$ cat config.mk
export PLATFORM = sky130hd
export DESIGN_NAME = ddr3_cmd_mpr
export DESIGN_NICKNAME = d
export VERILOG_FILES = /design/src/verilog/ddr3_cmd_pkg.sv /design/src/verilog/pin_sync.sv /design/src/verilog/mpr_burst.sv /design/src/verilog/ddr3_cmd_mpr.sv
export VERILOG_INCLUDE_DIRS = /design/src /design/src/verilog
export SDC_FILE = /design/constraint.sdc
export NUM_CORES = 1
export LEC_CHECK = 0
export BUFFER_PORTS_ARGS = -buffer_cell sky130_fd_sc_hd__buf_4
export CORE_MARGIN = 2
export CORE_UTILIZATION = 34
export DETAILED_ROUTE_END_ITERATION = 12
export HOLD_SLACK_MARGIN = 0.06
export PLACE_DENSITY = 0.58
export SLEW_MARGIN = 10
export SYNTH_ARGS = -nofsm -noshare
export SYNTH_HDL_FRONTEND = slang
export SYNTH_SLANG_ARGS = --single-unit
$ cat constraint.sdc
create_clock -name clk -period 4.2 [get_ports clk]
set_input_delay 0.42 -clock clk [delete_from_list [all_inputs] [get_ports clk]]
set_output_delay 0.42 -clock clk [all_outputs]
set_load 0.02 [all_outputs]
$ cat src/verilog/ddr3_cmd_consts.svh
`ifndef DDR3_CMD_CONSTS_SVH
`define DDR3_CMD_CONSTS_SVH

// Mode register select on the bank pins
`define MR_SEL_MR0      3'h0
`define MR_SEL_MR3      3'h3
`define MR_RESET        14'h0000

// Mode register 0 burst length field
`define MR0_BL_LSB      0
`define BL_FIXED8       2'h0
`define BL_OTF          2'h1
`define BL_FIXED4       2'h2

// Mode register 3 fields
`define MR3_MPR_EN_BIT  2
`define MR3_LOC_LSB     0
`define MPR_LOC_PATTERN 2'h0

// Address bits with command meaning
`define ADDR_AP_BIT     10
`define ADDR_BC_BIT     12
`define ADDR_NIBBLE_BIT 2

// Burst shaping; burst position 0 is the LSB
`define MPR_PATTERN     8'hAA
`define MPR_RFU_DATA    8'h00
`define BL8_BEATS       4'h8
`define BC4_BEATS       4'h4
`define NIBBLE_LO_START 3'h0
`define NIBBLE_HI_START 3'h4

`endif

$ cat src/verilog/ddr3_cmd_pkg.sv
package ddr3_cmd_pkg;

  typedef enum logic [3:0] {
    cmd_none       = 4'h0,
    cmd_mrs        = 4'h1,
    cmd_refresh    = 4'h2,
    cmd_activate   = 4'h3,
    cmd_precharge  = 4'h4,
    cmd_prech_all  = 4'h5,
    cmd_read       = 4'h6,
    cmd_write      = 4'h7,
    cmd_zq_long    = 4'h8,
    cmd_zq_short   = 4'h9,
    cmd_nop        = 4'hA,
    cmd_deselect   = 4'hB,
    cmd_sr_entry   = 4'hC,
    cmd_sr_exit    = 4'hD,
    cmd_pd_entry   = 4'hE,
    cmd_pd_exit    = 4'hF
  } cmd_e;

  typedef enum logic [2:0] {
    st_active       = 3'b001,
    st_power_down   = 3'b010,
    st_self_refresh = 3'b100
  } power_state_e;

endpackage : ddr3_cmd_pkg

$ cat src/verilog/pin_sync.sv
`timescale 1ns/1ns
module pin_sync #(
  parameter int width = 1
) (
  // Clock and reset
  input  wire logic             clk,
  input  wire logic             sys_rst,
  // Asynchronous pins and their synchronised copy
  input  wire logic [width-1:0] pins,
  output logic      [width-1:0] pins_sync
);

  logic [width-1:0] meta;

  initial begin
    if (width < 1) $error("pin_sync: width must be at least 1");
  end

  // Two stages; the first is read only by the second
  always_ff @(posedge clk) begin
    if (sys_rst) begin
      meta      <= '0;
      pins_sync <= '0;
    end else begin
      meta      <= pins;
      pins_sync <= meta;
    end
  end

endmodule : pin_sync

$ cat src/verilog/mpr_burst.sv
`timescale 1ns/1ns
`include "ddr3_cmd_consts.svh"
module mpr_burst (
  // Clock and reset
  input  wire logic       clk,
  input  wire logic       sys_rst,
  // Burst request
  input  wire logic       start,
  input  wire logic       chop,
  input  wire logic       nibble_hi,
  input  wire logic [7:0] source,
  // Beat timing
  input  wire logic       beat_tick,
  // Beat output
  output logic            active,
  output logic            beat_bit,
  output logic [2:0]      beat_idx
);

  logic [7:0] source_q;
  logic [3:0] remaining;

  // Start position, length and stepping of the burst
  always_ff @(posedge clk) begin
    if (sys_rst) begin
      active    <= 1'b0;
      beat_idx  <= 3'h0;
      remaining <= 4'h0;
      source_q  <= 8'h00;
    end else if (start) begin
      active    <= 1'b1;
      source_q  <= source;
      remaining <= chop ? `BC4_BEATS : `BL8_BEATS;
      beat_idx  <= (chop && nibble_hi) ? `NIBBLE_HI_START : `NIBBLE_LO_START;
    end else if (active && beat_tick) begin
      beat_idx  <= beat_idx + 3'h1;
      remaining <= remaining - 4'h1;
      if (remaining == 4'h1) begin
        active <= 1'b0;
      end
    end
  end

  // Burst position 0 is the LSB, position 7 the MSB
  assign beat_bit = source_q[beat_idx];

endmodule : mpr_burst

$ cat src/verilog/ddr3_cmd_mpr.sv
// Added by the designer: the plain strobed port and the address map.
`timescale 1ns/1ns
`include "ddr3_cmd_consts.svh"
module ddr3_cmd_mpr #(
  parameter int  read_latency = 5,
  parameter bit  mpr_repeat   = 1'b1
) (
  // Clock and reset
  input  wire logic                clk,
  input  wire logic                sys_rst,
  // Memory command pins
  input  wire logic                mem_ck,
  input  wire logic                cke,
  input  wire logic                cs_n,
  input  wire logic                ras_n,
  input  wire logic                cas_n,
  input  wire logic                we_n,
  input  wire logic [2:0]          ba,
  input  wire logic [13:0]         addr,
  // Data pins
  output logic      [7:0]          low_byte_lane,
  output logic      [7:0]          high_byte_lane,
  output logic                     dq_oe,
  // Decoded command
  output ddr3_cmd_pkg::cmd_e       cmd,
  output logic                     cmd_valid,
  // Array access
  output logic                     array_rd,
  output logic                     array_wr,
  output logic [2:0]               array_bank,
  output logic [13:0]              array_addr,
  output logic                     array_auto_pre,
  output logic                     array_chop,
  output logic [2:0]               array_beat,
  input  wire logic [15:0]         array_rd_data,
  // Mode and power state
  output logic                     mpr_mode,
  output logic                     power_down,
  output logic                     self_refresh
);
  import ddr3_cmd_pkg::*;

  localparam int lat_w = 8;

  initial begin
    if (read_latency < 1 || read_latency > 255) $error("ddr3_cmd_mpr: read_latency out of range");
  end

  // Command from strobe levels with CKE high on both edges
  function automatic cmd_e decode_strobes(input logic c_n, input logic r_n, input logic a_n,
                                          input logic w_n, input logic a10);
    if (c_n) begin
      decode_strobes = cmd_deselect;
    end else begin
      unique case ({r_n, a_n, w_n})
        3'b000:  decode_strobes = cmd_mrs;
        3'b001:  decode_strobes = cmd_refresh;
        3'b011:  decode_strobes = cmd_activate;
        3'b010:  decode_strobes = a10 ? cmd_prech_all : cmd_precharge;
        3'b101:  decode_strobes = cmd_read;
        3'b100:  decode_strobes = cmd_write;
        3'b110:  decode_strobes = a10 ? cmd_zq_long : cmd_zq_short;
        3'b111:  decode_strobes = cmd_nop;
      endcase
    end
  endfunction : decode_strobes

  // Chop selection from the burst field and bit 12
  function automatic logic chop_select(input logic [1:0] bl, input logic a12);
    if (bl == `BL_OTF) begin
      chop_select = ~a12;
    end else begin
      chop_select = (bl == `BL_FIXED4);
    end
  endfunction : chop_select

  // Synchronised pins
  logic [22:0] pins_s;
  logic        ck_s;
  logic        ck_d;
  logic        cke_s;
  logic        cs_n_s;
  logic        ras_n_s;
  logic        cas_n_s;
  logic        we_n_s;
  logic [2:0]  ba_s;
  logic [13:0] addr_s;
  logic        ck_rise;
  logic        beat_tick;

  pin_sync #(
    .width     (23)
  ) u_pin_sync (
    .clk       (clk),
    .sys_rst   (sys_rst),
    .pins      ({mem_ck, cke, cs_n, ras_n, cas_n, we_n, ba, addr}),
    .pins_sync (pins_s)
  );

  assign {ck_s, cke_s, cs_n_s, ras_n_s, cas_n_s, we_n_s, ba_s, addr_s} = pins_s;

  always_ff @(posedge clk) begin
    if (sys_rst) begin
      ck_d <= 1'b0;
    end else begin
      ck_d <= ck_s;
    end
  end

  // Commands sampled on the rising memory clock edge
  assign ck_rise   = ck_s & ~ck_d;
  assign beat_tick = ck_s ^ ck_d;

  // Command decode including CKE transitions
  logic        cke_prev;
  cmd_e        next_cmd;
  cmd_e        strobe_cmd;

  assign strobe_cmd = decode_strobes(cs_n_s, ras_n_s, cas_n_s, we_n_s, addr_s[`ADDR_AP_BIT]);

  always_comb begin
    next_cmd = cmd_none;
    if (cke_prev && cke_s) begin
      next_cmd = strobe_cmd;
    end else if (cke_prev && !cke_s) begin
      if (strobe_cmd == cmd_refresh) begin
        next_cmd = cmd_sr_entry;
      end else if (strobe_cmd == cmd_nop || strobe_cmd == cmd_deselect) begin
        next_cmd = cmd_pd_entry;
      end
    end else if (!cke_prev && cke_s) begin
      if (self_refresh && cs_n_s) begin
        next_cmd = cmd_sr_exit;
      end else if (power_down && (strobe_cmd == cmd_nop || strobe_cmd == cmd_deselect)) begin
        next_cmd = cmd_pd_exit;
      end
    end
  end

  always_ff @(posedge clk) begin
    if (sys_rst) begin
      cke_prev  <= 1'b0;
      cmd       <= cmd_none;
      cmd_valid <= 1'b0;
    end else begin
      cmd_valid <= 1'b0;
      if (ck_rise) begin
        cke_prev  <= cke_s;
        cmd       <= next_cmd;
        cmd_valid <= (next_cmd != cmd_none);
      end
    end
  end

  // Mode registers
  logic [1:0] burst_len;
  logic [1:0] mpr_loc;

  always_ff @(posedge clk) begin
    if (sys_rst) begin
      burst_len <= `BL_FIXED8;
      mpr_loc   <= `MPR_LOC_PATTERN;
      mpr_mode  <= 1'b0;
    end else if (ck_rise && next_cmd == cmd_mrs) begin
      if (ba_s == `MR_SEL_MR0) begin
        burst_len <= addr_s[`MR0_BL_LSB +: 2];
      end
      if (ba_s == `MR_SEL_MR3) begin
        mpr_mode <= addr_s[`MR3_MPR_EN_BIT];
        mpr_loc  <= addr_s[`MR3_LOC_LSB +: 2];
      end
    end
  end

  // Power state
  power_state_e pstate;

  always_ff @(posedge clk) begin
    if (sys_rst) begin
      pstate <= st_active;
    end else if (ck_rise) begin
      unique case (pstate)
        st_active: begin
          if (next_cmd == cmd_sr_entry) begin
            pstate <= st_self_refresh;
          end else if (next_cmd == cmd_pd_entry) begin
            pstate <= st_power_down;
          end
        end
        st_power_down: begin
          if (next_cmd == cmd_pd_exit) begin
            pstate <= st_active;
          end
        end
        st_self_refresh: begin
          if (next_cmd == cmd_sr_exit) begin
            pstate <= st_active;
          end
        end
      endcase
    end
  end

  always_ff @(posedge clk) begin
    if (sys_rst) begin
      power_down   <= 1'b0;
      self_refresh <= 1'b0;
    end else begin
      power_down   <= (pstate == st_power_down);
      self_refresh <= (pstate == st_self_refresh);
    end
  end

  // Array requests; MPR mode keeps reads and writes off the array
  always_ff @(posedge clk) begin
    if (sys_rst) begin
      array_rd       <= 1'b0;
      array_wr       <= 1'b0;
      array_bank     <= 3'h0;
      array_addr     <= 14'h0000;
      array_auto_pre <= 1'b0;
      array_chop     <= 1'b0;
    end else begin
      array_rd <= 1'b0;
      array_wr <= 1'b0;
      if (ck_rise && !mpr_mode) begin
        if (next_cmd == cmd_read || next_cmd == cmd_write || next_cmd == cmd_activate) begin
          array_bank <= ba_s;
          array_addr <= addr_s;
        end
        if (next_cmd == cmd_read || next_cmd == cmd_write) begin
          array_rd       <= (next_cmd == cmd_read);
          array_wr       <= (next_cmd == cmd_write);
          array_auto_pre <= addr_s[`ADDR_AP_BIT];
          array_chop     <= chop_select(burst_len, addr_s[`ADDR_BC_BIT]);
        end
      end
    end
  end

  // Read latency, the same count for MPR and array reads
  logic [lat_w-1:0] lat_cnt;
  logic             lat_pend;
  logic             rd_chop;
  logic             rd_nibble_hi;
  logic             rd_from_mpr;
  logic             burst_start;

  assign burst_start = lat_pend && ck_rise && (lat_cnt == lat_w'(1));

  always_ff @(posedge clk) begin
    if (sys_rst) begin
      lat_cnt      <= '0;
      lat_pend     <= 1'b0;
      rd_chop      <= 1'b0;
      rd_nibble_hi <= 1'b0;
      rd_from_mpr  <= 1'b0;
    end else if (ck_rise && next_cmd == cmd_read) begin
      lat_cnt      <= lat_w'(read_latency);
      lat_pend     <= 1'b1;
      rd_from_mpr  <= mpr_mode;
      rd_chop      <= chop_select(burst_len, addr_s[`ADDR_BC_BIT]);
      rd_nibble_hi <= addr_s[`ADDR_NIBBLE_BIT];
    end else if (ck_rise && lat_pend) begin
      lat_cnt <= lat_cnt - lat_w'(1);
      if (lat_cnt == lat_w'(1)) begin
        lat_pend <= 1'b0;
      end
    end
  end

  // MPR source by location; reserved locations read as a fixed word
  logic [7:0] mpr_source;

  assign mpr_source = (mpr_loc == `MPR_LOC_PATTERN) ? `MPR_PATTERN : `MPR_RFU_DATA;

  logic       burst_active;
  logic       burst_bit;
  logic [2:0] burst_idx;

  mpr_burst u_mpr_burst (
    .clk       (clk),
    .sys_rst   (sys_rst),
    .start     (burst_start),
    .chop      (rd_chop),
    .nibble_hi (rd_nibble_hi),
    .source    (mpr_source),
    .beat_tick (beat_tick),
    .active    (burst_active),
    .beat_bit  (burst_bit),
    .beat_idx  (burst_idx)
  );

  // Data pins, one beat per memory clock edge
  always_ff @(posedge clk) begin
    if (sys_rst) begin
      low_byte_lane  <= 8'h00;
      high_byte_lane <= 8'h00;
      dq_oe          <= 1'b0;
      array_beat     <= 3'h0;
    end else if (burst_active && beat_tick) begin
      dq_oe      <= 1'b1;
      array_beat <= burst_idx;
      if (rd_from_mpr) begin
        low_byte_lane  <= {(mpr_repeat ? {7{burst_bit}} : 7'h00), burst_bit};
        high_byte_lane <= {(mpr_repeat ? {7{burst_bit}} : 7'h00), burst_bit};
      end else begin
        low_byte_lane  <= array_rd_data[7:0];
        high_byte_lane <= array_rd_data[15:8];
      end
    end else if (!burst_active && beat_tick) begin
      dq_oe          <= 1'b0;
      low_byte_lane  <= 8'h00;
      high_byte_lane <= 8'h00;
    end
  end

endmodule : ddr3_cmd_mpr

Word level (Yosys, flattened, before mapping)
Index checks and enable logic that the tools add are counted.
Word-level totals
  word-level logic and storage cells: 152
  input bits: 41
  output and inout bits: 49
  bits in registers: 132
Operators by class
  equal/unequal tests: 29
  add/sub/neg operators: 3
  reductions and logical operators: 39
  bitwise operators: 7
  multiplexer cells: 41
  magnitude comparators: 1
Operators by type and width (count)
  8-bit two-way mux: 6
  4-bit two-way mux: 11
  4-bit case mux with 8 select lines: 1
  3-bit two-way mux: 9
  4-bit == test, second input constant: 6
  3-bit == test, second input constant: 5
  1-bit logical AND: 13
  3-bit by 2-bit == test with 1-bit output, second input constant: 4
  1-bit two-way mux: 12
  2-bit AND reduction: 6
  2-bit nonzero test: 5
  3-bit case mux with 3 select lines: 1
  4-bit by 1-bit == test with 1-bit output, second input constant: 2
  4-bit by 2-bit == test with 1-bit output, second input constant: 2
  4-bit by 3-bit == test with 1-bit output, second input constant: 2
  8-bit by 1-bit == test with 1-bit output, second input constant: 1
  8-bit by 1-bit subtractor with 8-bit output, second input constant: 1
  3-bit by 1-bit == test with 1-bit output, second input constant: 2
  3-bit zero test: 2
  1-bit inverter: 5
  1-bit zero test: 4
  3-bit by 4-bit less-than comparator with 1-bit output, second input constant: 1
  2-bit != test, second input constant: 2
  4-bit AND reduction: 1
  13 further kinds: 16

Depth between registers and ports, before layout
  word-level depth: 15
  gate-level depth with buffers: 9
  depth with buffers taken out: 8

Cells and area by module
From an unflattened synthesis, not the netlist that was laid out.
Unflattened totals
  cell total of the unflattened synthesis: 553
  area total of the unflattened synthesis: 5218.8 sq um
By module, submodules not included
  ddr3_cmd_mpr: instances 1, area an instance 3238.1 sq um, seq. area each 1401.3 sq um, cells each 384
  pin_sync: instances 1, area an instance 1229.9 sq um, seq. area each 920.9 sq um, cells each 96
  mpr_burst: instances 1, area an instance 750.7 sq um, seq. area each 320.3 sq um, cells each 73

Worst setup path after synthesis
Ideal clock, no wire load.
  path type: register to register
  start: register u_pin_sync.pins_sync[19]
  end: register mpr_loc[0]
  library setup time: 0.116 ns
  arrival time: 1.938 ns
  clock period less this slack: 2.054 ns
  path slack: 2.146 ns
  path buffers: 1
  stages on the path, launching flop included: 8
  path through: dfxtp_1 -> buf_2 -> and2_4 -> o21a_1 -> o32ai_4 -> nand3b_2 -> or3_1 -> a31o_1
On the way
  cells in the longest elaborated chain, start to end: 14
RTL lines
  start: declaration: line pin_sync.sv:10  | output logic [width-1:0] pins_sync
  start signal: assignment: line pin_sync.sv:26  | pins_sync <= meta;
  3-bit == test, or another cell as far along: line ddr3_cmd_mpr.sv:55  | unique case ({r_n, a_n, w_n})
  4-bit case mux with 8 select lines (*): line ddr3_cmd_mpr.sv:55
  4-bit two-way mux (*): line ddr3_cmd_mpr.sv:52  | if (c_n) begin
  4-bit == test: line ddr3_cmd_mpr.sv:128, ddr3_cmd_mpr.sv:134
  1-bit logical OR: line ddr3_cmd_mpr.sv:128, ddr3_cmd_mpr.sv:134
  1-bit logical AND: line ddr3_cmd_mpr.sv:134  | end else if (power_down && (strobe_cmd == cmd_nop || strobe_cmd == cmd_deselect)) begin
  4-bit two-way mux: line ddr3_cmd_mpr.sv:134
  4-bit two-way mux: line ddr3_cmd_mpr.sv:132  | if (self_refresh && cs_n_s) begin
  4-bit two-way mux: line ddr3_cmd_mpr.sv:131  | end else if (!cke_prev && cke_s) begin
  4-bit two-way mux: line ddr3_cmd_mpr.sv:125  | end else if (cke_prev && !cke_s) begin
  4-bit two-way mux (*): line ddr3_cmd_mpr.sv:123  | if (cke_prev && cke_s) begin
  4-bit by 1-bit == test with 1-bit output (*): line ddr3_cmd_mpr.sv:164  | end else if (ck_rise && next_cmd == cmd_mrs) begin
  1-bit logical AND (*): line ddr3_cmd_mpr.sv:164
  2-bit AND reduction (no line) (*)
  end signal: assignment: line ddr3_cmd_mpr.sv:162  | mpr_loc <= `MPR_LOC_PATTERN;
  end signal: assignment: line ddr3_cmd_mpr.sv:170  | mpr_loc <= addr_s[`MR3_LOC_LSB +: 2];
  end: declaration: line ddr3_cmd_mpr.sv:157  | logic [1:0] mpr_loc;
Every way passes the cells marked *; elsewhere a longest branch is shown, timed or not.
A chain may end at the register's enable or synchronous reset.

Final worst setup path
  start: register ck_d
  end: register low_byte_lane[5]
On the way
  cells in the longest elaborated chain, start to end: 3
RTL lines
  start: declaration: line ddr3_cmd_mpr.sv:80  | logic ck_d;
  start signal: assignment: line ddr3_cmd_mpr.sv:106  | ck_d <= ck_s;
  1-bit XOR (*): line ddr3_cmd_mpr.sv:112  | assign beat_tick = ck_s ^ ck_d;
  1-bit logical AND, on equally long branches: line ddr3_cmd_mpr.sv:301, ddr3_cmd_mpr.sv:311
  8-bit two-way mux / 2-bit nonzero test (equally long branches)
  end signal: assignment: line ddr3_cmd_mpr.sv:305  | low_byte_lane <= {(mpr_repeat ? {7{burst_bit}} : 7'h00), burst_bit};
  end signal: assignment: line ddr3_cmd_mpr.sv:308  | low_byte_lane <= array_rd_data[7:0];
  end: declaration: line ddr3_cmd_mpr.sv:21  | output logic [7:0] low_byte_lane,
Marked as above.

==> metrics.txt <==
run status=complete, no violations; WHS Path Cells=2; top cell type's share of synthesized area=53.3%; switching power of the nets=569 uW; power share of the clock group=52.6%; worst skew pair latency=0.41 ns; post-CTS sizing=0; TNS Setup=0 ns; critical path capture point type=flip-flop; Post-Syn Instances=495; antenna violations before repair=0; pre-CTS WS=1.66 ns; top-count cell post-synth=dfxtp_1; H-tree depth=4; flip-flop and latch count after synthesis=125; port buffer count=89; via count of the first global-routing pass=3445; prevailing post-synth register cell=dfxtp_1; Die W=about 120 um; fmax=385 MHz; part of the power in registers=44.3%; final setup margin=1.60 ns; Post-Synthesis Net Count=542; Internal=approximately 2200 uW; hold_buf cts=0; max-slew violations=0; Area contributors post-synth=dfxtp_1 53%, nor2b_1 6.5%, nand2_1 6.0%, mux2i_1 5.3%, a21oi_1 3.5%; first-pass GRT wire length=16800 um; static leakage=0.00230 uW; crit path DAT=2.93 ns; Final Wtd Congestion=slightly above 0.8; Post-Syn Area=4700 um2; Final Setup Violations=0; final hold vios=0; Vias=3598; drt first pass iters=4; post-synthesis sequential area ratio=53.3%; num ports=90; Via-to-Cell Ratio=4.69; Max-Cap Viols=0; CTS buffer count=17; TritonCTS clock tree=yes; Worst Skew=0.00671 ns; largest net degree at the start of global routing=between 90 and 100; Reg clk slew, reported paths=0.06 ns; Tot GR Track Use=14.7%; Yosys cell types=55; RSZ-0062 raised after global routing=false; clk buf depth=2; DR WL/cell=13.0 um; Final ANT Viol Nets=0; DRT iter0 DRCs=148; ys async rst share=0%; Overflow after GRT=0; Peak VDD IR=0.000371 V; Critical Path RT=4.53 ns; # clock sinks=about 130; critical path type=flip-flop to flip-flop; period utilisation layout=61.9%; Rows=42; Post-CTS Setup Inserts=0; Setup crit start kind=flip-flop; Post-synth EDFFs=0; Tmin final=between 2 and 3 ns; fin cells=767; CP Max Fanout=20; Core Box Area=13300 um2; # diodes=0; die area=14800 um2; layout cells sized above 1=~23%; FF-to-FF path depth=6; Pwr Density=452 nW/um2; hpwl dp=6700 um; HP Class=primary input to flip-flop; Worst-Margin Slew=0.999 ns; Syn. warnings=0; die height=122 um; area leader, netlist=dfxtp_1; Initial Util=a little over a third; Syn Area/Cell=9.49 um2; Min Hold Slack=0.221 ns; max_slew headroom=33.4%; dpl cells=735; commonest cells in the netlist=125 x dfxtp_1, 75 x nand2_1, 49 x nor2b_1, 33 x a21oi_1, 33 x nor2_1; number of remaining DRC errors=0; sw frac=20.7%; Comb pwr share=3.1%; root buf cell=clkbuf_16; nets@finish=625; total wire length=roughly 10000 um; Synth-to-Final Area Change=29.8%
==> layer usage <==
| metal | GRT usage [%] | vias to the layer above | share of wire, % |
|---|---|---|---|
| li1 | - | 1836 | - |
| met1 | 18.6 | 1637 | 47 |
| met2 | 22.3 | 106 | 44 |
| met3 | 5.73 | 19 | 6.8 |
| met4 | 5.96 | 0 | 1.8 |
| met5 | 0 | - | 0 |
==> power groups by stage <==
stage	Clock, uW	Combinational [uW]	Sequential (uW)
after floorplan	0	51.6	1240
after global placement	0	84.8	1240
after detailed placement	0	86.3	1240
after CTS	1480	86.6	1220
after global routing	1540	95.6	1220
final	1450	85.3	1220
==> path summary, 6_finish.rpt <==
| check | startpoint | end | slack [ns] |
|---|---|---|---|
| worst max-delay path | ck_d | low_byte_lane[5] | 1.60 |
| worst min-delay path | addr[3] | u_pin_sync.meta[3] | 0.22 |
| worst max register to register | ck_d | low_byte_lane[5] | 1.60 |
| worst min register to register | u_pin_sync.meta[11] | u_pin_sync.pins_sync[11] | 0.43 |
==> stage by stage <==
stage               util (%)  instance area [um2]  total power (uW)
finish                  45.7                 6090              2750
global route            45.7                 6090              2850
CTS                     45.7                 6090              2780
detailed placement      41.2                 5500              1330
global placement        41.2                 5500              1330
floorplan                  -                 4700              1290
==> cells in the final DEF, fill, tap and decap left out, types with 3 or more instances in the layout <==
cell,count
nand2_1,75
a31o_1,4
nor2b_1,49
nand2b_1,5
nor2_1,33
clkbuf_16,17
mux2i_1,25
inv_1,12
a31oi_1,3
clkbuf_8,4
clkinv_2,4
o21ai_0,19
a21oi_1,33
ha_1,6
xor2_1,3
nand3_1,4
dfxtp_1,125
a211oi_1,6
xnor2_1,10
buf_4,93
nor4_1,6
nor3_1,5
==> logic make-up after synthesis <==
group	Yosys count	share of synthesized area [%]
and+or+nand+nor	197	21.4
DFF	125	53.3
AOI/OAI and AO/OA	86	11.9
buffers and inverters	42	3.78
muxes	26	5.57
xor gates and xnor gates	13	2.42
adders and majority gates	6	1.60
==> cell type report <==
| cell class | count | area [um2] |
|---|---|---|
| sequential | 125 | 2500 |
| fill | 1323 | 7250 |
| clock buffer | 22 | 484 |
| clock inverter | 10 | 113 |
| multi-input combinational | 328 | 2030 |
| inverter | 13 | 48.8 |
| tap | 176 | 220 |
| timing repair buffer | 93 | 698 |
==> registers in the layout, indices dropped and copies added (netlist names), 4 cells and up <==
| name | cells |
|---|---|
| lat_cnt | 8 |
| low_byte_lane | 8 |
| high_byte_lane | 8 |
| cmd | 4 |
| u_pin_sync.meta | 23 |
| array_addr | 14 |
| u_mpr_burst.remaining | 4 |
| u_pin_sync.pins_sync | 23 |
==> critical path: stages (launching register included) <==
cell and delay [ns]:
dfxtp_1 0.30, inv_1 0.04, ha_1 0.53, nand2b_1 0.38, a21oi_1 0.82, o21ai_0 0.26, a21oi_1 0.19
Note: power is estimated with default switching activity, not from simulation.
